`src/fpdc_defines.svh`:
```
// register offsets, control fields, reset values and timing of the pll divider control
`ifndef FPDC_DEFINES_SVH
`define FPDC_DEFINES_SVH
`define FPDC_ADDR_FIRST_FB 8'h00
`define FPDC_ADDR_SECOND_FB 8'h04
`define FPDC_ADDR_R 8'h08
`define FPDC_ADDR_CTRL 8'h0C
`define FPDC_ADDR_STATUS 8'h10
`define FPDC_ADDR_ACTIVE 8'h14
`define FPDC_B_NSEL 0
`define FPDC_B_SHIFT_N 1
`define FPDC_B_FRAC_N 2
`define FPDC_B_HCSEL 3
`define FPDC_F_DELAY1 5:4
`define FPDC_F_DELAY2 7:6
`define FPDC_B_HCCUR 8
`define FPDC_B_LCCUR 9
`define FPDC_B_LFSEL 10
`define FPDC_B_WIRE 11
`define FPDC_B_CORR 12
`define FPDC_F_PRESC 16:13
`define FPDC_CTRL_W 17
`define FPDC_N_RST 18'h00000
`define FPDC_R_RST 14'h0000
`define FPDC_CTRL_RST 17'h00006
`define FPDC_PRESC_MAX 4'hA
`define FPDC_CLK_MHZ 50
`define FPDC_DELAY1_US 100
`define FPDC_DELAY2_US 200
`define FPDC_DELAY3_US 400
`endif

```
`src/fpdc_pkg.sv`:
```
// types shared by the pll divider control modules
`default_nettype none
package fpdc_pkg;
  typedef enum logic {HC_LOCKED, HC_FAST} fpdc_hc_state_t;
endpackage
`default_nettype wire

```
`src/fpdc_pfd_if.sv`:
```
// carrier between the divider control and the phase comparator
`timescale 1ns/1ps
`default_nettype none
interface fpdc_pfd_if;
  logic ref_pulse;
  logic fb_pulse;
  logic up;
  logic dn;
  modport cmp (input ref_pulse, input fb_pulse, output up, output dn);
  modport ctl (output ref_pulse, output fb_pulse, input up, input dn);
endinterface
`default_nettype wire

```
`src/fpdc_divider.sv`:
```
// programmable tick divider with one extra count on request
`timescale 1ns/1ps
`default_nettype none
module fpdc_divider
#(
  parameter int unsigned W = 18
)(
  input wire logic clock,
  input wire logic srst,
  input wire logic tick,
  input wire logic [W-1:0] divisor,
  input wire logic extra,
  output logic out_pulse
);
  if (W < 2)
  begin : g_bad_w
    $error("divider width too small");
  end

  logic [W:0] cnt_r;
  wire [W:0] term = {1'b0, divisor} - {{W{1'b0}}, 1'b1} + {{W{1'b0}}, extra};
  // a zero divisor stops the output instead of wrapping
  wire hit = tick && (divisor != '0) && (cnt_r >= term);

  always_ff @(posedge clock)
  begin
    if (srst)
    begin
      cnt_r <= '0;
      out_pulse <= 1'b0;
    end
    else
    begin
      out_pulse <= hit;
      if (hit)
        cnt_r <= '0;
      else if (tick)
        cnt_r <= cnt_r + 1'b1;
    end
  end

  property p_div_wrap;
    @(posedge clock) disable iff (srst)
    hit |=> (cnt_r == '0) && out_pulse;
  endproperty
  a_div_wrap: assert property (p_div_wrap) else $error("divider did not wrap on terminal count");
endmodule
`default_nettype wire

```
`src/fpdc_pfd.sv`:
```
// phase comparator driving the source and sink of the charge pumps
`timescale 1ns/1ps
`default_nettype none
module fpdc_pfd
(
  input wire logic clock,
  input wire logic srst,
  fpdc_pfd_if.cmp bus
);
  logic up_r;
  logic dn_r;
  wire up_nxt = up_r | bus.ref_pulse;
  wire dn_nxt = dn_r | bus.fb_pulse;
  // once both edges have arrived the pumps reset together
  wire both = up_nxt & dn_nxt;

  always_ff @(posedge clock)
  begin
    if (srst)
    begin
      up_r <= 1'b0;
      dn_r <= 1'b0;
    end
    else
    begin
      up_r <= up_nxt & ~both;
      dn_r <= dn_nxt & ~both;
    end
  end

  assign bus.up = up_r;
  assign bus.dn = dn_r;

  property p_pfd_lead;
    @(posedge clock) disable iff (srst)
    bus.ref_pulse && !bus.fb_pulse && !dn_r |=> up_r && !dn_r;
  endproperty
  a_pfd_lead: assert property (p_pfd_lead) else $error("reference lead did not raise source");
endmodule
`default_nettype wire

```
`src/fpdc_top.sv`:
```
// digital control of the fractional pll synthesizer dividers and charge pumps
//
// How it works
// - two 18-bit feedback latches, one 14-bit reference latch
// - one bit selects active feedback latch
// - shift mode divides both divisors by four
// - low two reference bits unused in shift mode
// - fractional mode in shift mode feeds low feedback bits to accumulator
// - dual modulus N or N+1 only when fractional
// - four fractional steps: whole, quarter, half, three quarters
// - fractional off in shift mode drops low bits
// - phase comparator drives pump source and sink
// - one bit selects active fast-pump delay setting
// - each delay setting has its own two-bit field
// - high pump during change, bit picks 1/2 mA
// - low pump when locked, bit picks 50/100 uA
// - zero delay field keeps high pump off
// - one bit routes pump to AM or FM filter
// - spur compensation needs wire switch and correction pump
// - correction pump has its own enable bit
// - AM prescaler: no division or 2 to 10
`timescale 1ns/1ps
`default_nettype none
`include "fpdc_defines.svh"
module fpdc_top
  import fpdc_pkg::*;
#(
  parameter int unsigned N_W = 18,
  parameter int unsigned R_W = 14,
  parameter int unsigned HC_CYC_1 = `FPDC_DELAY1_US * `FPDC_CLK_MHZ,
  parameter int unsigned HC_CYC_2 = `FPDC_DELAY2_US * `FPDC_CLK_MHZ,
  parameter int unsigned HC_CYC_3 = `FPDC_DELAY3_US * `FPDC_CLK_MHZ
)(
  input wire logic clock,
  input wire logic srst,
  input wire logic [7:0] reg_addr,
  input wire logic [31:0] reg_wdata,
  input wire logic reg_wr,
  input wire logic reg_rd,
  output logic [31:0] reg_rdata,
  input wire logic ref_clk_in,
  input wire logic vco_fb_in,
  output logic pump_source,
  output logic pump_sink,
  output logic hc_pump_en,
  output logic hc_pump_2ma,
  output logic lc_pump_en,
  output logic lc_pump_100ua,
  output logic am_loop_filter_out,
  output logic fm_loop_filter_out,
  output logic spur_comp_en,
  output logic corr_pump_en,
  output logic am_lo_out
);
  if (N_W != 18 || R_W != 14)
  begin : g_bad_width
    $error("latch widths must stay 18 and 14 bits");
  end
  if (HC_CYC_1 < 1 || HC_CYC_2 < 1 || HC_CYC_3 < 1 || HC_CYC_3 > 65536)
  begin : g_bad_delay
    $error("fast-pump delay counts out of range");
  end

  ////////////////////////////////////////////////////////////////////////////
  // register port

  logic [N_W-1:0] first_feedback_divisor_r;
  logic [N_W-1:0] second_feedback_divisor_r;
  logic [R_W-1:0] r_r;
  logic [`FPDC_CTRL_W-1:0] ctrl_r;
  logic [31:0] rdata_r;

  wire sel_first = (reg_addr == `FPDC_ADDR_FIRST_FB);
  wire sel_second = (reg_addr == `FPDC_ADDR_SECOND_FB);
  wire sel_r = (reg_addr == `FPDC_ADDR_R);
  wire sel_ctrl = (reg_addr == `FPDC_ADDR_CTRL);
  wire sel_status = (reg_addr == `FPDC_ADDR_STATUS);
  wire sel_active = (reg_addr == `FPDC_ADDR_ACTIVE);

  // the serial front end presents each finished frame as one write
  always_ff @(posedge clock)
  begin
    if (srst)
    begin
      first_feedback_divisor_r <= `FPDC_N_RST;
      second_feedback_divisor_r <= `FPDC_N_RST;
      r_r <= `FPDC_R_RST;
      ctrl_r <= `FPDC_CTRL_RST;
    end
    else if (reg_wr)
    begin
      if (sel_first)
        first_feedback_divisor_r <= reg_wdata[N_W-1:0];
      else if (sel_second)
        second_feedback_divisor_r <= reg_wdata[N_W-1:0];
      else if (sel_r)
        r_r <= reg_wdata[R_W-1:0];
      else if (sel_ctrl)
        ctrl_r <= reg_wdata[`FPDC_CTRL_W-1:0];
    end
  end

  ////////////////////////////////////////////////////////////////////////////
  // divisor selection, shift and fractional part

  wire shift_on = ~ctrl_r[`FPDC_B_SHIFT_N];
  wire frac_on = ~ctrl_r[`FPDC_B_FRAC_N];
  wire dual_mod = shift_on & frac_on;
  wire [N_W-1:0] active_n = ctrl_r[`FPDC_B_NSEL] ? second_feedback_divisor_r
                                                 : first_feedback_divisor_r;
  wire [N_W-1:0] n_div = shift_on ? {2'b00, active_n[N_W-1:2]} : active_n;
  // the host keeps the two low reference bits zero, so they are simply dropped
  wire [R_W-1:0] r_div = shift_on ? {2'b00, r_r[R_W-1:2]} : r_r;
  wire [1:0] frac = dual_mod ? active_n[1:0] : 2'b00;

  ////////////////////////////////////////////////////////////////////////////
  // pin synchronisers and edge finders

  logic ref_meta_r;
  logic ref_sync_r;
  logic ref_prev_r;
  logic fb_meta_r;
  logic fb_sync_r;
  logic fb_prev_r;

  always_ff @(posedge clock)
  begin
    if (srst)
    begin
      ref_meta_r <= 1'b0;
      ref_sync_r <= 1'b0;
      ref_prev_r <= 1'b0;
      fb_meta_r <= 1'b0;
      fb_sync_r <= 1'b0;
      fb_prev_r <= 1'b0;
    end
    else
    begin
      ref_meta_r <= ref_clk_in;
      ref_sync_r <= ref_meta_r;
      ref_prev_r <= ref_sync_r;
      fb_meta_r <= vco_fb_in;
      fb_sync_r <= fb_meta_r;
      fb_prev_r <= fb_sync_r;
    end
  end

  wire ref_rise = ref_sync_r & ~ref_prev_r;
  wire fb_rise = fb_sync_r & ~fb_prev_r;
  wire fb_edge = fb_sync_r ^ fb_prev_r;

  ////////////////////////////////////////////////////////////////////////////
  // fraction accumulator and dual-modulus switch

  logic [1:0] acc_r;
  logic plus1_r;
  logic fb_pulse;
  logic ref_pulse;
  wire [2:0] acc_sum = {1'b0, acc_r} + {1'b0, frac};

  // a carry out of the accumulator stretches the next feedback cycle by one
  always_ff @(posedge clock)
  begin
    if (srst || !dual_mod)
    begin
      acc_r <= 2'b00;
      plus1_r <= 1'b0;
    end
    else if (fb_pulse)
    begin
      acc_r <= acc_sum[1:0];
      plus1_r <= acc_sum[2];
    end
  end

  fpdc_divider #(.W(N_W)) u_fb_div (
    .clock(clock),
    .srst(srst),
    .tick(fb_rise),
    .divisor(n_div),
    .extra(plus1_r),
    .out_pulse(fb_pulse)
  );

  fpdc_divider #(.W(R_W)) u_ref_div (
    .clock(clock),
    .srst(srst),
    .tick(ref_rise),
    .divisor(r_div),
    .extra(1'b0),
    .out_pulse(ref_pulse)
  );

  ////////////////////////////////////////////////////////////////////////////
  // phase comparator

  fpdc_pfd_if pfd_bus ();

  assign pfd_bus.ref_pulse = ref_pulse;
  assign pfd_bus.fb_pulse = fb_pulse;

  fpdc_pfd u_pfd (
    .clock(clock),
    .srst(srst),
    .bus(pfd_bus.cmp)
  );

  assign pump_source = pfd_bus.up;
  assign pump_sink = pfd_bus.dn;

  ////////////////////////////////////////////////////////////////////////////
  // fast-pump window

  wire [1:0] hc_code = ctrl_r[`FPDC_B_HCSEL] ? ctrl_r[`FPDC_F_DELAY2]
                                             : ctrl_r[`FPDC_F_DELAY1];
  wire [15:0] hc_len = (hc_code == 2'b01) ? 16'(HC_CYC_1 - 1)
                     : (hc_code == 2'b10) ? 16'(HC_CYC_2 - 1)
                     : 16'(HC_CYC_3 - 1);

  logic [N_W-1:0] act_n_r;
  wire div_change = (active_n != act_n_r);

  fpdc_hc_state_t state_r;
  fpdc_hc_state_t state_nxt;
  logic [15:0] hc_cnt_r;
  logic [15:0] hc_cnt_nxt;

  always_comb
  begin
    state_nxt = state_r;
    hc_cnt_nxt = hc_cnt_r;
    case (state_r)
      HC_LOCKED:
        if (div_change && hc_code != 2'b00)
        begin
          state_nxt = HC_FAST;
          hc_cnt_nxt = hc_len;
        end
      HC_FAST:
        if (hc_code == 2'b00)
          state_nxt = HC_LOCKED;
        else if (div_change)
          hc_cnt_nxt = hc_len;
        else if (hc_cnt_r == 16'h0000)
          state_nxt = HC_LOCKED;
        else
          hc_cnt_nxt = hc_cnt_r - 16'h0001;
      default:
        state_nxt = HC_LOCKED;
    endcase
  end

  always_ff @(posedge clock)
  begin
    if (srst)
    begin
      state_r <= HC_LOCKED;
      hc_cnt_r <= 16'h0000;
      act_n_r <= `FPDC_N_RST;
    end
    else
    begin
      state_r <= state_nxt;
      hc_cnt_r <= hc_cnt_nxt;
      act_n_r <= active_n;
    end
  end

  // a zeroed delay field cuts the high pump at once, even mid-window
  assign hc_pump_en = (state_r == HC_FAST) && (hc_code != 2'b00);
  assign lc_pump_en = ~hc_pump_en;
  assign hc_pump_2ma = ctrl_r[`FPDC_B_HCCUR];
  assign lc_pump_100ua = ctrl_r[`FPDC_B_LCCUR];

  ////////////////////////////////////////////////////////////////////////////
  // loop filter routing and spur compensation

  assign am_loop_filter_out = ~ctrl_r[`FPDC_B_LFSEL];
  assign fm_loop_filter_out = ctrl_r[`FPDC_B_LFSEL];
  assign corr_pump_en = ctrl_r[`FPDC_B_CORR];
  assign spur_comp_en = dual_mod & ctrl_r[`FPDC_B_WIRE] & ctrl_r[`FPDC_B_CORR];

  ////////////////////////////////////////////////////////////////////////////
  // AM prescaler

  wire [3:0] presc_code = ctrl_r[`FPDC_F_PRESC];
  // codes 0 and 1 pass the oscillator through, codes above ten clamp to ten
  wire [3:0] presc_div = (presc_code <= 4'h1) ? 4'h1
                       : (presc_code > `FPDC_PRESC_MAX) ? `FPDC_PRESC_MAX
                       : presc_code;
  logic lo_pulse;
  logic am_lo_r;

  // both oscillator edges count, so a toggle every d edges divides by d
  fpdc_divider #(.W(4)) u_presc (
    .clock(clock),
    .srst(srst),
    .tick(fb_edge),
    .divisor(presc_div),
    .extra(1'b0),
    .out_pulse(lo_pulse)
  );

  always_ff @(posedge clock)
  begin
    if (srst)
      am_lo_r <= 1'b0;
    else if (lo_pulse)
      am_lo_r <= ~am_lo_r;
  end

  assign am_lo_out = am_lo_r;

  ////////////////////////////////////////////////////////////////////////////
  // read back

  wire [31:0] status_word = {29'h0, plus1_r, hc_pump_en, state_r == HC_LOCKED};
  wire [31:0] rd_mux = sel_first ? {14'h0, first_feedback_divisor_r}
                     : sel_second ? {14'h0, second_feedback_divisor_r}
                     : sel_r ? {18'h0, r_r}
                     : sel_ctrl ? {15'h0, ctrl_r}
                     : sel_status ? status_word
                     : sel_active ? {14'h0, n_div}
                     : 32'h0000_0000;

  always_ff @(posedge clock)
  begin
    if (srst)
      rdata_r <= 32'h0000_0000;
    else if (reg_rd)
      rdata_r <= rd_mux;
    else
      rdata_r <= 32'h0000_0000;
  end

  assign reg_rdata = rdata_r;

  ////////////////////////////////////////////////////////////////////////////
  // checks

  property p_nsel;
    @(posedge clock) disable iff (srst)
    reg_wr && sel_ctrl && reg_wdata[`FPDC_B_NSEL] && reg_wdata[`FPDC_B_SHIFT_N]
      |=> n_div == second_feedback_divisor_r;
  endproperty
  a_nsel: assert property (p_nsel) else $error("second latch not routed");

  property p_shift;
    @(posedge clock) disable iff (srst)
    reg_wr && sel_ctrl && !reg_wdata[`FPDC_B_SHIFT_N] |=> r_div == {2'b00, r_r[R_W-1:2]};
  endproperty
  a_shift: assert property (p_shift) else $error("reference not shifted");

  property p_nomod;
    @(posedge clock) disable iff (srst)
    !dual_mod |=> !plus1_r && acc_r == 2'b00;
  endproperty
  a_nomod: assert property (p_nomod) else $error("modulus switched outside fractional shift");

  property p_frac;
    @(posedge clock) disable iff (srst)
    dual_mod && fb_pulse ##1 dual_mod |-> acc_r == $past(acc_sum[1:0]) && plus1_r == $past(acc_sum[2]);
  endproperty
  a_frac: assert property (p_frac) else $error("fraction accumulator wrong");

  property p_hczero;
    @(posedge clock) disable iff (srst)
    hc_code == 2'b00 |-> !hc_pump_en && lc_pump_en;
  endproperty
  a_hczero: assert property (p_hczero) else $error("high pump on with zero delay");

  property p_hcstart;
    @(posedge clock) disable iff (srst)
    div_change && hc_code == 2'b01 ##1 hc_code == 2'b01 |-> hc_pump_en && hc_cnt_r == 16'(HC_CYC_1 - 1);
  endproperty
  a_hcstart: assert property (p_hcstart) else $error("high-current window not opened");

  property p_lfsel;
    @(posedge clock) disable iff (srst)
    reg_wr && sel_ctrl |=> fm_loop_filter_out == $past(reg_wdata[`FPDC_B_LFSEL]) && am_loop_filter_out != fm_loop_filter_out;
  endproperty
  a_lfsel: assert property (p_lfsel) else $error("loop filter routing wrong");

  property p_spur;
    @(posedge clock) disable iff (srst)
    spur_comp_en |-> ctrl_r[`FPDC_B_WIRE] && corr_pump_en && shift_on && frac_on;
  endproperty
  a_spur: assert property (p_spur) else $error("spur compensation without its enables");
endmodule
`default_nettype wire

```
`config.mk`:
```
export PLATFORM = sky130hd
export DESIGN_NAME = fpdc_top
export DESIGN_NICKNAME = d
export VERILOG_FILES = /design/src/fpdc_pkg.sv /design/src/fpdc_pfd_if.sv /design/src/fpdc_divider.sv /design/src/fpdc_pfd.sv /design/src/fpdc_top.sv
export VERILOG_INCLUDE_DIRS = /design/src
export SDC_FILE = /design/constraint.sdc
export NUM_CORES = 1
export LEC_CHECK = 0
export BUFFER_PORTS_ARGS = -buffer_cell sky130_fd_sc_hd__buf_2
export CORE_ASPECT_RATIO = 0.5
export CORE_MARGIN = 2
export CORE_UTILIZATION = 60
export DETAILED_ROUTE_END_ITERATION = 8
export HOLD_SLACK_MARGIN = 0.08
export PLACE_DENSITY = 0.79
export SLEW_MARGIN = 20
export SYNTH_ARGS = -nofsm -noshare
export SYNTH_HDL_FRONTEND = slang
export SYNTH_HIERARCHICAL = 1
export SYNTH_SLANG_ARGS = --single-unit
export TNS_END_PERCENT = 1
```
`constraint.sdc`:
```
create_clock -name clock -period 5.5 [get_ports clock]
set_input_delay 1.65 -clock clock [delete_from_list [all_inputs] [get_ports clock]]
set_output_delay 1.65 -clock clock [all_outputs]
set_load 0.02 [all_outputs]
```
; ---- Yosys cells after proc, flatten, opt, wreduce, memory -nomap -nowiden
; Cells that the tools add are included.
[classes]
add_sub_neg = 9
order_cmp = 5
eq_ne = 11
n_mux = 25
bitwise_logic = 24
reduce_logical = 27
[ops]
columns = operator, count
row1 = $mux 18, 8
row2 = $mux 16, 4
row3 = $pmux 16 s2, 1
row4 = $mux 15, 2
row5 = $add 19x1->19, 1
row6 = $add 19x1->19 const B, 1
row7 = $ge 19x19->1, 1
row8 = $sub 18x1->19 const B, 1
row9 = $ne 18x18->1, 1
row10 = $reduce_bool 18->1, 1
row11 = $eq 8x4->1 const B, 2
row12 = $eq 8x5->1 const B, 2
row13 = $logic_not 16->1, 1
row14 = $sub 16x1->16 const B, 1
row15 = $add 15x1->15 const B, 1
row16 = $ge 15x15->1, 1
row17 = $sub 14x1->15 const B, 1
row18 = $mux 14, 1
row19 = $reduce_bool 14->1, 1
row20 = $not 1->1, 13
row21 = $and 1x1->1, 8
row22 = $eq 8x3->1 const B, 1
row23 = $logic_and 1x1->1, 8
row24 = $logic_not 8->1, 1
row25 = 28 further kinds, 38
[totals]
register_bits = 188
input_bits = 46

; ---- Logic depth before layout (Yosys ltp)
; Gate-level depths: netlist of run 1.
[logic_depth]
depth_word = 8
depth_mapped = 19
depth_no_buf = 15

; ---- By module
; The synthesis of run 1 kept the hierarchy.
[modules_own_cells]
columns = module, n_inst, cells_each, area_per_inst_um2, seq_area_each_um2
row1 = fpdc_top, 1, 776, 6428.7, 2602.5
row2 = fpdc_divider (u_fb_div), 1, 201, 1775.5, 400.4
row3 = fpdc_divider (u_ref_div), 1, 152, 1360.1, 320.3
row4 = fpdc_divider (u_presc), 1, 48, 452.9, 120.1
row5 = fpdc_pfd, 1, 6, 60.1, 40.0

; ---- Worst setup path after synthesis of run 1
; OpenSTA, ideal clock, no wires.
[synth_timing]
path_type = register to register
start = reg ctrl_r[1]
end = reg u_ref_div.cnt_r[0]
setup_time_ns = 0.074
arrival_ns = 4.161
required_ns = 5.426
slack_ns = 1.264
stages_incl_launch_ff = 16
path_cell_list = dfxtp_1 -> clkbuf_1 -> clkbuf_1 -> mux2_2 -> or4_4 -> nor3_4 -> nand2_1 -> or2_2 -> xor2_1 -> ha_1 -> a211oi_1 -> nor2_1 -> a211o_1 -> o311a_4 -> buf_8 -> nor3_2
[synth_between]
elab_chain_len = 5
elab_cells_between_ends = 7
cone_classes = add/sub: 1 / order compare: 1 / mux: 1 / reduce/logical: 4
[synth_lines]
columns = element, line_no
row1 = "start, declared", fpdc_top.sv:70  ; logic [`FPDC_CTRL_W-1:0] ctrl_r;
row2 = "start signal, assigned", fpdc_top.sv:88  ; ctrl_r <= `FPDC_CTRL_RST;
row3 = "start signal, assigned", fpdc_top.sv:99  ; ctrl_r <= reg_wdata[`FPDC_CTRL_W-1:0];
row4 = $mux 14 (*), fpdc_top.sv:113  ; wire [R_W-1:0] r_div = shift_on ? {2'b00, r_r[R_W-1:2]} : r_r;
row5 = via r_div[2], fpdc_top.sv:113
row6 = $sub 14x1->15 / $reduce_bool 14->1 (equally long branches), "fpdc_divider.sv:21, fpdc_divider.sv:23"
row7 = $ge 15x15->1 / $logic_and 1x1->1 (equally long branches), fpdc_divider.sv:23  ; wire hit = tick && (divisor != '0) && (cnt_r >= term);
row8 = $logic_and 1x1->1 (*), fpdc_divider.sv:23
row9 = $reduce_or 2->1 (no line) (*), --
row10 = "end signal, assigned", fpdc_divider.sv:38  ; cnt_r <= cnt_r + 1'b1;
row11 = "end, declared", fpdc_divider.sv:20  ; logic [W:0] cnt_r;
; Mark *: on every way through the listed nets, which the timed path passes. The rest lies on a longest branch.
; A chain may end at the register's enable or synchronous reset.

; ---- Worst setup path in the final report of run 1
[layout_timing]
start = reg ctrl_r[0]
end = reg u_fb_div.cnt_r[10]
[layout_between]
elab_chain_len = 7
elab_cells_between_ends = 9
cone_classes = add/sub: 2 / order compare: 1 / mux: 2 / reduce/logical: 4
[layout_lines]
columns = element, line_no
row1 = $mux 18 (*), fpdc_top.sv:109  ; wire [N_W-1:0] active_n = ctrl_r[`FPDC_B_NSEL] ? second_feedback_divisor_r
row2 = $mux 18 (*), fpdc_top.sv:111  ; wire [N_W-1:0] n_div = shift_on ? {2'b00, active_n[N_W-1:2]} : active_n;
row3 = via n_div[11], fpdc_top.sv:111
row4 = $sub 18x1->19, fpdc_divider.sv:21  ; wire [W:0] term = {1'b0, divisor} - {{W{1'b0}}, 1'b1} + {{W{1'b0}}, extra};
row5 = $add 19x1->19, fpdc_divider.sv:21
row6 = $ge 19x19->1, fpdc_divider.sv:23
row7 = $logic_and 1x1->1 (*), fpdc_divider.sv:23
row8 = $reduce_or 2->1 (no line) (*), --
row9 = "end signal, assigned", fpdc_divider.sv:38
row10 = "end, declared", fpdc_divider.sv:20
; Marks and branches as above.

==> results of run 1 <==
==> cell usage after synthesis, types with 8 or more instances <==
library cell    n  area, µm²
a211oi_1        8       60.1
a21oi_1       107        536
a22oi_1        14        105
and3_1         10       62.6
buf_4          15        113
clkbuf_1       44        165
dfxtp_1       174       3480
ha_1           54        676
inv_1          35        131
mux2_2         12        135
mux2i_1        54        541
mux4_2          8        180
nand2_1       202        758
nand3_1        23        115
nand4_1        16        100
nor2_1         96        360
nor2b_1        17        106
nor3_1         25        125
nor3_2         12        120
nor4_1         12       75.1
nor4_2         22        275
o21ai_0        13       65.1
o21ai_1        15       75.1
xnor2_1        59        517
xor2_1         28        245
==> cell type report <==
type / count / area (µm²) / share of cell area
clock buffers: 20 / 467 / 0.0424
clock inverters: 12 / 115 / 0.0105
inverters: 35 / 131 / 0.0119
multi-input cells: 912 / 6140 / 0.558
flip-flops and latches: 174 / 3480 / 0.317
well taps: 227 / 284 / 0.0258
repair buffers: 71 / 385 / 0.0350
==> logic make-up (layout without fill, tap and decap cells) <==
family                     Yosys count  in the layout
AOI/OAI and AO/OA                  194            194
xor gates and xnor gates            87             87
adders and majority gates           55             55
buffers and inverters              112            138
DFF                                174            174
muxes                               79             79
other                                1             16
and+or+nand+nor                    481            481
==> sequential cells by signal (all words and copies together) (netlist names), 2 cells and up <==
| signal | cells |
|---|---|
| u_presc/cnt_r | 5 |
| act_n_r | 18 |
| second_feedback_divisor_r | 18 |
| hc_cnt_r | 16 |
| r_r | 14 |
| acc_r | 2 |
| reg_rdata | 18 |
| u_ref_div/cnt_r | 15 |
| first_feedback_divisor_r | 18 |
| u_fb_div/cnt_r | 19 |
| ctrl_r | 17 |
==> cell usage in the layout (no fill, tap or decap), types with 6 or more instances in the layout <==
cell type,n
a21oi_1,107
mux2i_1,54
dfxtp_1,174
nand4_1,16
o21ai_1,15
nand2_1,202
nor4_2,22
nor2b_1,17
a22oi_1,14
nor3_1,25
ha_1,54
xor2_1,28
nor4_1,12
o21ai_0,13
conb_1,16
mux4_2,8
mux2_2,12
or3_1,7
o211ai_1,7
buf_4,12
nand3_1,23
nor2_1,96
inv_6,6
a211oi_1,7
clkbuf_16,17
and3_1,10
inv_1,35
nor3_2,12
xnor2_1,59
buf_2,59
==> per-stage QoR <==
step | util | hold WS [ns] | power, mW | cell area, µm² | worst slack, ns
floorplan | - | 0.398 | 1.39 | 10100 | 1.26
global placement | 0.636 | 0.412 | 1.42 | 10400 | 1.03
detailed placement | 0.636 | 0.413 | 1.42 | 10400 | 0.924
CTS | 0.671 | 0.423 | 2.62 | 11000 | 0.853
global route | 0.671 | 0.450 | 2.68 | 11000 | 0.628
finish | 0.671 | 0.420 | 2.61 | 11000 | 0.783
==> layer usage <==
metal,GRT usage,up-vias
li1,-,4151
met1,0.362,4084
met2,0.477,311
met3,0.0570,37
met4,0.0999,0
met5,0,-
==> power by group through the flow <==
stage,sequential [mW],combinational [mW],clock (mW)
after CTS,1.27,0.123,1.22
final,1.27,0.125,1.21
after detailed placement,1.30,0.121,0
after global routing,1.27,0.136,1.28
after floorplan,1.30,0.0907,0
after global placement,1.30,0.119,0
==> final timing paths <==
path | depth (start not counted) | from | endpoint
worst max-delay path | 13 | ctrl_r[0] | u_fb_div/cnt_r[10]
worst min-delay path | 1 | u_ref_div/out_pulse | u_pfd/bus.dn
worst max register to register | 13 | ctrl_r[0] | u_fb_div/cnt_r[10]
worst min register to register | 1 | u_ref_div/out_pulse | u_pfd/bus.dn
==> results.sh, run 1 <==
export IMPL_pwr_density_cell_nw_per_um2=237
export IMPL_cp_cell_sequence="buf_4, mux2i_1, mux2i_1, or4_1, or3_4, nor4_1, xnor2_1, ha_1, and4_1, a221oi_1, nor3b_2, buf_4, nor4_2"
export IMPL_netSwitchingPower_uw=667
export IMPL_tightest_slew_ns=1.15
export IMPL_synthArstFlopShare=0
export IMPL_slowest_delay_ns=0.63
export IMPL_antenna_cells=0
export IMPL_io_pins=89
export IMPL_drive_above_1_share=0.151
export IMPL_grt_pass1_wl_um=40400
export IMPL_swShare=0.256
export IMPL_gp_congestion=0.885
export IMPL_ir_worst_vdd_uv=237
export IMPL_crit_slowest_cell="nor3b_2"
export IMPL_fp_dieW_um=187
export IMPL_io_buffers=60
export IMPL_netlist_area_um2=10100
export IMPL_dieArea_um2=17900
export IMPL_instances_no_fill=1451
export IMPL_leakage_nw=4.30
export IMPL_met1_length_um=10800
export IMPL_max_freq_ghz=0.212
export IMPL_synth_mux_area_fraction=0.0918
export IMPL_rows=33
export IMPL_die_y_um=95.6
export IMPL_synth_top_family_by_area="simple AND/OR/NAND/NOR gates"
export IMPL_fp_coreArea_um2=16400
export IMPL_synthFlopType="dfxtp_1"
export IMPL_grt_pass1_vias=8228
export IMPL_clk_pin_slew_ns=0.07
export IMPL_wl_met3_um=1850
export IMPL_top_layer="met4"
export IMPL_h_tree_depth=4
export IMPL_dr_wl_met2_um=11600
export IMPL_wl_per_cell_um=17.0
export IMPL_dpl_hpwl_um=17400
export IMPL_slew_headroom=0.232
export IMPL_synth_fa_ha_area_frac=0.0690
export IMPL_synth_cells=1183
export IMPL_yosys_area_share_simple=0.246
export IMPL_dpl_cell_count=1419
export IMPL_combinationalPowerShare=0.048
export IMPL_synth_edf_count=0
export IMPL_drc=0
export IMPL_clk_insertion_delay_late_ns=0.44
export IMPL_grt_max_degree=69
export IMPL_fillers=1302
export IMPL_p_int_mw=1.94
export IMPL_clkPwrFrac=0.465
export IMPL_holdBufCountCts=0
export IMPL_rsz0062_at_grt="no"
export IMPL_clockBufferDepth=2
export IMPL_synth_compound_gate_area_share=0.118
export IMPL_worst_ep_required_time_ns=5.78
export IMPL_cts_tree="done"
export IMPL_final_nets=1312
export IMPL_antenna_found_initial=0
export IMPL_synth_xor_area_frac=0.0756
export IMPL_pwr_share_seq=0.487
export IMPL_critical_path_arrival_ns=4.99
export IMPL_synth_seq_cells=174
export IMPL_seq_area_frac_synth=0.346
export IMPL_path_max_fanout=13
export IMPL_r2r_setup_slack_ns=0.78
export IMPL_finalMaxSlewViolations=0
export IMPL_crit_path_end_kind="flip-flop"
export IMPL_tns_ns=0
export IMPL_cts_sinks=174
export IMPL_worst_path_buf_inv=2
export IMPL_ctsRootBufferMaster="clkbuf_16"
export IMPL_min_period_ns=4.72
export IMPL_numCtsBuffers=17
export IMPL_syn_mean_instance_area_um2=8.52
export IMPL_overflow=0
export IMPL_cts_resized_gates=0
export IMPL_start_kind="flip-flop"
export IMPL_synth_cell_type_count=71
export IMPL_synth_warnings=6
export IMPL_track_usage=0.281
export IMPL_vias_per_cell=5.92
export IMPL_start_util=0.615
export IMPL_hold_class="reg -> reg"
export IMPL_finalHoldViolCount=0
export IMPL_fin_crit_sh=0.858
export IMPL_finalSetupViolations=0
export IMPL_area_growth_pct=9.18
export IMPL_vias=8583
export IMPL_skew_ns=0.0159
export IMPL_crit_type="reg -> reg"
export IMPL_drv_cap=0
export IMPL_ant_nets=0
export IMPL_status="finished, final reports clean"
export IMPL_wl_um=24700
export IMPL_drt_pass1_iterations=5
export IMPL_critical_path_top_delay_family="simple AND/OR/NAND/NOR gates"
export IMPL_drt_iter0_drc=732
export IMPL_post_cts_buffers=0
Note: power is estimated with default switching activity, not from simulation.
==> run 2, diff against run 1 <==
--- a/config.mk
+++ b/config.mk
@@ -9,10 +9,11 @@
 export BUFFER_PORTS_ARGS = -buffer_cell sky130_fd_sc_hd__buf_2
 export CORE_ASPECT_RATIO = 0.5
 export CORE_MARGIN = 2
-export CORE_UTILIZATION = 60
+export CORE_UTILIZATION = 55
 export DETAILED_ROUTE_END_ITERATION = 8
 export HOLD_SLACK_MARGIN = 0.08
-export PLACE_DENSITY = 0.79
+export MAX_ROUTING_LAYER = met4
+export PLACE_DENSITY = 0.76
 export SLEW_MARGIN = 20
 export SYNTH_ARGS = -nofsm -noshare
 export SYNTH_HDL_FRONTEND = slang
==> constraint.sdc (replaced) <==
create_clock -name clock -period 4.2 [get_ports clock]
set_input_delay 1.26 -clock clock [delete_from_list [all_inputs] [get_ports clock]]
set_output_delay 1.26 -clock clock [all_outputs]
set_load 0.02 [all_outputs]
==> run 2 against run 1 <==
Compared with the run above: hold slack better by 0.0081 ns; cell area is 2.1% higher; maximum frequency up 18%; clock-buffer cell count fell by 1; critical path type unchanged; die area is 8.8% higher; largest power group unchanged.
==> results.sh, run 2 (synthesis results as in run 1) <==
export IMPL_wl_per_cell_um=17.5
export IMPL_largest_register_ffs=19
export IMPL_tns_ns=0
export IMPL_critical_path_arrival_ns=4.33
export IMPL_crit_type="reg -> reg"
export IMPL_grt_met3_usage=0.0607
export IMPL_drv_cap=0
export IMPL_antenna_cells=0
export IMPL_start_util=0.571
export IMPL_cts_tree="done"
export IMPL_multi_input_area_um2=6190
export IMPL_drc=0
export IMPL_grt_busiest_layer="met2"
export IMPL_grt_max_degree=77
export IMPL_grt_pass1_wl_um=41300
export IMPL_crit_path_end_kind="flip-flop"
export IMPL_die_y_um=99.7
export IMPL_track_usage=0.274
export IMPL_hold_class="reg -> reg"
export IMPL_fp_dieW_um=195
export IMPL_ctsRootBufferMaster="clkbuf_16"
export IMPL_final_common_cell="nand2_1"
export IMPL_fillers=1478
export IMPL_dpl_hpwl_um=18100
export IMPL_grt_pass1_vias=8280
export IMPL_dieArea_um2=19500
export IMPL_clk_insertion_delay_late_ns=0.44
export IMPL_finalSetupViolations=0
export IMPL_area_growth_pct=11.4
export IMPL_rows=34
export IMPL_use_met2=0.434
export IMPL_leakage_nw=4.39
export IMPL_pwr_density_cell_nw_per_um2=307
export IMPL_rsz0062_at_grt="no"
export IMPL_ir_worst_vdd_uv=277
export IMPL_layout_common_cells="202 x nand2_1, 173 x dfxtp_1, 107 x a21oi_1"
export IMPL_path_max_fanout=20
export IMPL_finalMaxSlewViolations=0
export IMPL_drt_pass1_iterations=5
export IMPL_wl_um=25700
export IMPL_max_flop_register="u_fb_div/cnt_r"
export IMPL_io_buffers=60
export IMPL_grt_met1_usage=0.350
export IMPL_clockBufferDepth=2
export IMPL_status="finished, final reports clean"
export IMPL_finalHoldViolCount=0
export IMPL_antenna_found_initial=0
export IMPL_final_nets=1326
export IMPL_max_freq_ghz=0.250
export IMPL_gp_congestion=0.908
export IMPL_numCtsBuffers=17
export IMPL_worst_ep_required_time_ns=4.54
export IMPL_skew_ns=0.0185
export IMPL_holdBufCountCts=0
export IMPL_cts_sinks=174
export IMPL_ant_nets=0
export IMPL_fin_util=0.636
export IMPL_drive_above_1_share=0.168
export IMPL_io_pins=89
export IMPL_vias_per_cell=5.92
export IMPL_vias=8714
export IMPL_h_tree_depth=4
export IMPL_overflow=0
export IMPL_clk_pin_slew_ns=0.07
export IMPL_drt_iter0_drc=706
export IMPL_fin_crit_sh=0.952
export IMPL_slew_headroom=0.378
export IMPL_fp_coreArea_um2=17700
export IMPL_min_period_ns=4.00
export IMPL_tightest_slew_ns=0.933
export IMPL_start_kind="flip-flop"
export IMPL_seqCellArea_um2=3480
## run 2: changes by cell type in the layout (fill, tap and decap cells not counted), sizes merged
cell,delta
clkinv,+1
bufinv,+1
inv,-1
buf,+13
## run 2: critical path, stage by stage (launching register included)
cell and delay (ns):
dfxtp_2 0.41, buf_12 0.19, mux2i_1 0.28, mux2i_1 0.23
or4_4 0.57, or3_4 0.39, nor4_2 0.26, xnor2_1 0.16
ha_1 0.26, and4_1 0.20, a221oi_1 0.33, nor3b_2 0.08
buf_4 0.24, nor4_2 0.29
## run 2: report_power, final
group / switching, mW / internal [mW]
clock network: 0.751 / 0.863
logic: 0.118 / 0.0496
registers: 0.00592 / 1.66
## run 2: what timing repair did
action / 4_1_cts / 5_1_grt
buffers inserted: 0 / 0
endpoints found under the setup margin: 0 / 20
resized for setup: 0 / 13
hold endpoints to repair: 0 / 0
## run 2: routing by layer
| layer | part of all wire | vias to the layer above |
|---|---|---|
| li1 | - | 4197 |
| met1 | 0.44 | 4183 |
| met2 | 0.46 | 287 |
| met3 | 0.076 | 47 |
| met4 | 0.017 | 0 |
| met5 | 0 | - |
## run 2: final cells by class
cell class | instances | area share
Sequential cell | 174 | 0.310
Timing Repair Buffer | 85 | 0.0478
Multi-Input combinational cell | 912 | 0.552
Tap cell | 234 | 0.0261
Clock buffer | 19 | 0.0394
Clock inverter | 13 | 0.0129
Inverter | 35 | 0.0117
## run 2: final timing paths
kind              cells past startpoint                start  slack (ns)           endpoint
hold / removal                        1  u_ref_div/out_pulse        0.43       u_pfd/bus.dn
setup reg to reg                     13            ctrl_r[0]        0.20  u_fb_div/cnt_r[0]
hold reg to reg                       1  u_ref_div/out_pulse        0.43       u_pfd/bus.dn
setup / recovery                     13            ctrl_r[0]        0.20  u_fb_div/cnt_r[0]
## run 2: through the flow
stage / setup WS [ns] / instance area [µm²] / hold slack, ns / instances / power, mW
after floorplan: 0.0633 / 10100 / 0.398 / 1198 / 1.82
after global routing: 0.00753 / 11200 / 0.464 / 1472 / 3.53
after global placement: 0.195 / 10600 / 0.409 / 1439 / 1.86
after CTS: 0.00503 / 11100 / 0.432 / 1471 / 3.45
final: 0.204 / 11200 / 0.428 / 1472 / 3.44
after detailed placement: 0.0361 / 10600 / 0.412 / 1439 / 1.86
==> run 3, diff against run 2 <==
--- a/config.mk
+++ b/config.mk
@@ -7,7 +7,6 @@
 export NUM_CORES = 1
 export LEC_CHECK = 0
 export BUFFER_PORTS_ARGS = -buffer_cell sky130_fd_sc_hd__buf_2
-export CORE_ASPECT_RATIO = 0.5
 export CORE_MARGIN = 2
 export CORE_UTILIZATION = 55
 export DETAILED_ROUTE_END_ITERATION = 8
==> run 3 against run 2 <==
Compared with the run above: critical path depth did not move; maximum frequency rose by 0.13%; hold slack improved by 0.0080 ns; cell area rose by 0.80%; sequential share of layout area fell by 0.25 points; combinational power rose by 3%; power rose by 2.6%; clock skew fell by 0.0069 ns; flip-flop and latch count did not move; sequential power barely moved; utilization fell by 0.59 points; register-to-register slack barely moved.
==> results.sh, run 3 (synthesis results as in run 1) <==
export IMPL_final_nets=1339
export IMPL_reg2reg_from="ctrl_r[0]"
export IMPL_fillers=1500
export IMPL_fin_util=0.630
export IMPL_max_flop_register="u_fb_div/cnt_r"
export IMPL_area_growth_pct=12.3
export IMPL_die_y_um=139
export IMPL_ir_worst_vdd_uv=300
export IMPL_vias=8685
export IMPL_vias_per_cell=5.86
export IMPL_drv_cap=0
export IMPL_finalMaxSlewViolations=0
export IMPL_fp_coreArea_um2=18000
export IMPL_finalSetupViolations=0
export IMPL_track_usage=0.269
export IMPL_dpl_hpwl_um=18000
export IMPL_crit_type="reg -> reg"
export IMPL_wl_per_cell_um=17.3
export IMPL_largest_register_ffs=19
export IMPL_drive_above_1_share=0.169
export IMPL_tightest_slew_ns=0.931
export IMPL_ctsRootBufferMaster="clkbuf_16"
export IMPL_layout_common_cells="202 x nand2_1, 173 x dfxtp_1, 107 x a21oi_1"
export IMPL_dpl_worst_slack_ns=0.218
export IMPL_leakage_nw=4.46
export IMPL_overflow=0
export IMPL_drc=0
export IMPL_fp_dieW_um=139
export IMPL_worst_ep_required_time_ns=4.54
export IMPL_timing_rr_end="u_fb_div/cnt_r[14]"
export IMPL_finalInstanceArea_um2=11300
export IMPL_clockBufferDepth=2
export IMPL_grt_pass1_vias=8300
export IMPL_worstHoldStart="fb_meta_r"
export IMPL_clk_insertion_delay_late_ns=0.44
export IMPL_finalHoldViolCount=0
export IMPL_start_kind="flip-flop"
export IMPL_grt_max_degree=144
export IMPL_hold_class="reg -> reg"
export IMPL_clk_pin_slew_ns=0.07
export IMPL_antenna_found_initial=1
export IMPL_path_max_fanout=20
export IMPL_place_area_um2=10700
export IMPL_fin_crit_sh=0.950
export IMPL_skew_ns=0.0116
export IMPL_wl_um=25600
export IMPL_timing_critical_path_from="ctrl_r[0]"
export IMPL_critical_path_arrival_ns=4.33
export IMPL_io_buffers=60
export IMPL_dieArea_um2=19400
export IMPL_cts_sinks=174
export IMPL_max_freq_ghz=0.251
export IMPL_rows=49
export IMPL_io_pins=89
export IMPL_r2r_setup_slack_ns=0.21
export IMPL_tns_ns=0
export IMPL_final_common_cell="nand2_1"
export IMPL_crit_path_end_kind="flip-flop"
export IMPL_grt_pass1_wl_um=41400
export IMPL_ff2ff_path_depth=13
export IMPL_status="finished, final reports clean"
export IMPL_holdBufCountCts=0
export IMPL_min_period_ns=3.99
export IMPL_slew_headroom=0.378
export IMPL_cts_tree="done"
export IMPL_drt_pass1_iterations=5
export IMPL_h_tree_depth=4
export IMPL_start_util=0.561
export IMPL_ant_nets=0
export IMPL_gp_congestion=0.898
export IMPL_fin_ws_ns=0.209
export IMPL_drt_iter0_drc=664
export IMPL_pwr_density_cell_nw_per_um2=312
export IMPL_setup_worst_path_end="u_fb_div/cnt_r[14]"
export IMPL_numCtsBuffers=17
-- run 3: changes by cell type in the layout (fill, tap and decap cells not counted), sizes merged --
cell      previous run  this run
clkinvlp             0         3
diode                0         1
bufinv               1         4
inv                 44        38
buf                 84        98
clkinv               3         2
-- run 3: worst min-delay path by stage --
stage / slack, ns / end / cells after the start
floorplan: 0.40 / u_pfd/bus.dn / 1
global placement: 0.42 / ref_sync_r / 1
detailed placement: 0.42 / fb_sync_r / 1
CTS: 0.44 / fb_sync_r / 1
global route: 0.46 / fb_sync_r / 1
finish: 0.44 / fb_sync_r / 1
-- run 3: where the power goes --
part	switching [mW]	internal [mW]	total (mW)
combinational	0.119	0.0528	0.172
sequential	0.00601	1.66	1.66
clock	0.683	1.02	1.70
total	0.807	2.73	3.53
-- run 3: final cells by class --
type / instances / area (µm²) / share of cell area
inverter: 35 / 131 / 0.0116
antenna: 1 / 2.50 / 0.000221
multi-input combinational: 912 / 6140 / 0.543
tap: 229 / 287 / 0.0253
clock buffer: 20 / 447 / 0.0395
sequential: 174 / 3480 / 0.308
timing repair buffer: 98 / 642 / 0.0567
clock inverter: 12 / 183 / 0.0161
-- run 3: critical path: stages, from the launching register on --
cell and delay, ns:
dfxtp_2 0.35, buf_4 0.17, mux2i_1 0.37, mux2i_1 0.23, or4_1 0.56, or3_4 0.38
nor4_1 0.29, xnor2_1 0.17, ha_1 0.26, and4_1 0.21, a221oi_2 0.33, nor3b_2 0.10
buf_12 0.17, nor4_2 0.27
-- run 3: what timing repair did --
| action | 4_1_cts | 5_1_grt |
|---|---|---|
| setup buffers | 0 | 0 |
| gates resized for setup | 0 | 2 |
| endpoints found under the setup margin | 0 | 20 |
-- run 3: routing by layer --
layer	up-vias	GRT usage	wire length (µm)	part of all wire
met4	0	0.119	908	0.035
met3	74	0.0440	1540	0.060
met2	303	0.433	12200	0.48
li1	4200	-	-	-
met1	4108	0.334	10900	0.43
met5	-	-	0	0
-- run 3: metrics by stage --
| stage | hold WS [ns] | std cells | power (mW) |
|---|---|---|---|
| 2_1_floorplan | 0.398 | 1198 | 1.82 |
| 3_3_place_gp | 0.418 | 1448 | 1.86 |
| 3_5_place_dp | 0.420 | 1448 | 1.87 |
| 4_1_cts | 0.436 | 1480 | 3.55 |
| 5_1_grt | 0.459 | 1481 | 3.63 |
| 6_report | 0.436 | 1481 | 3.53 |
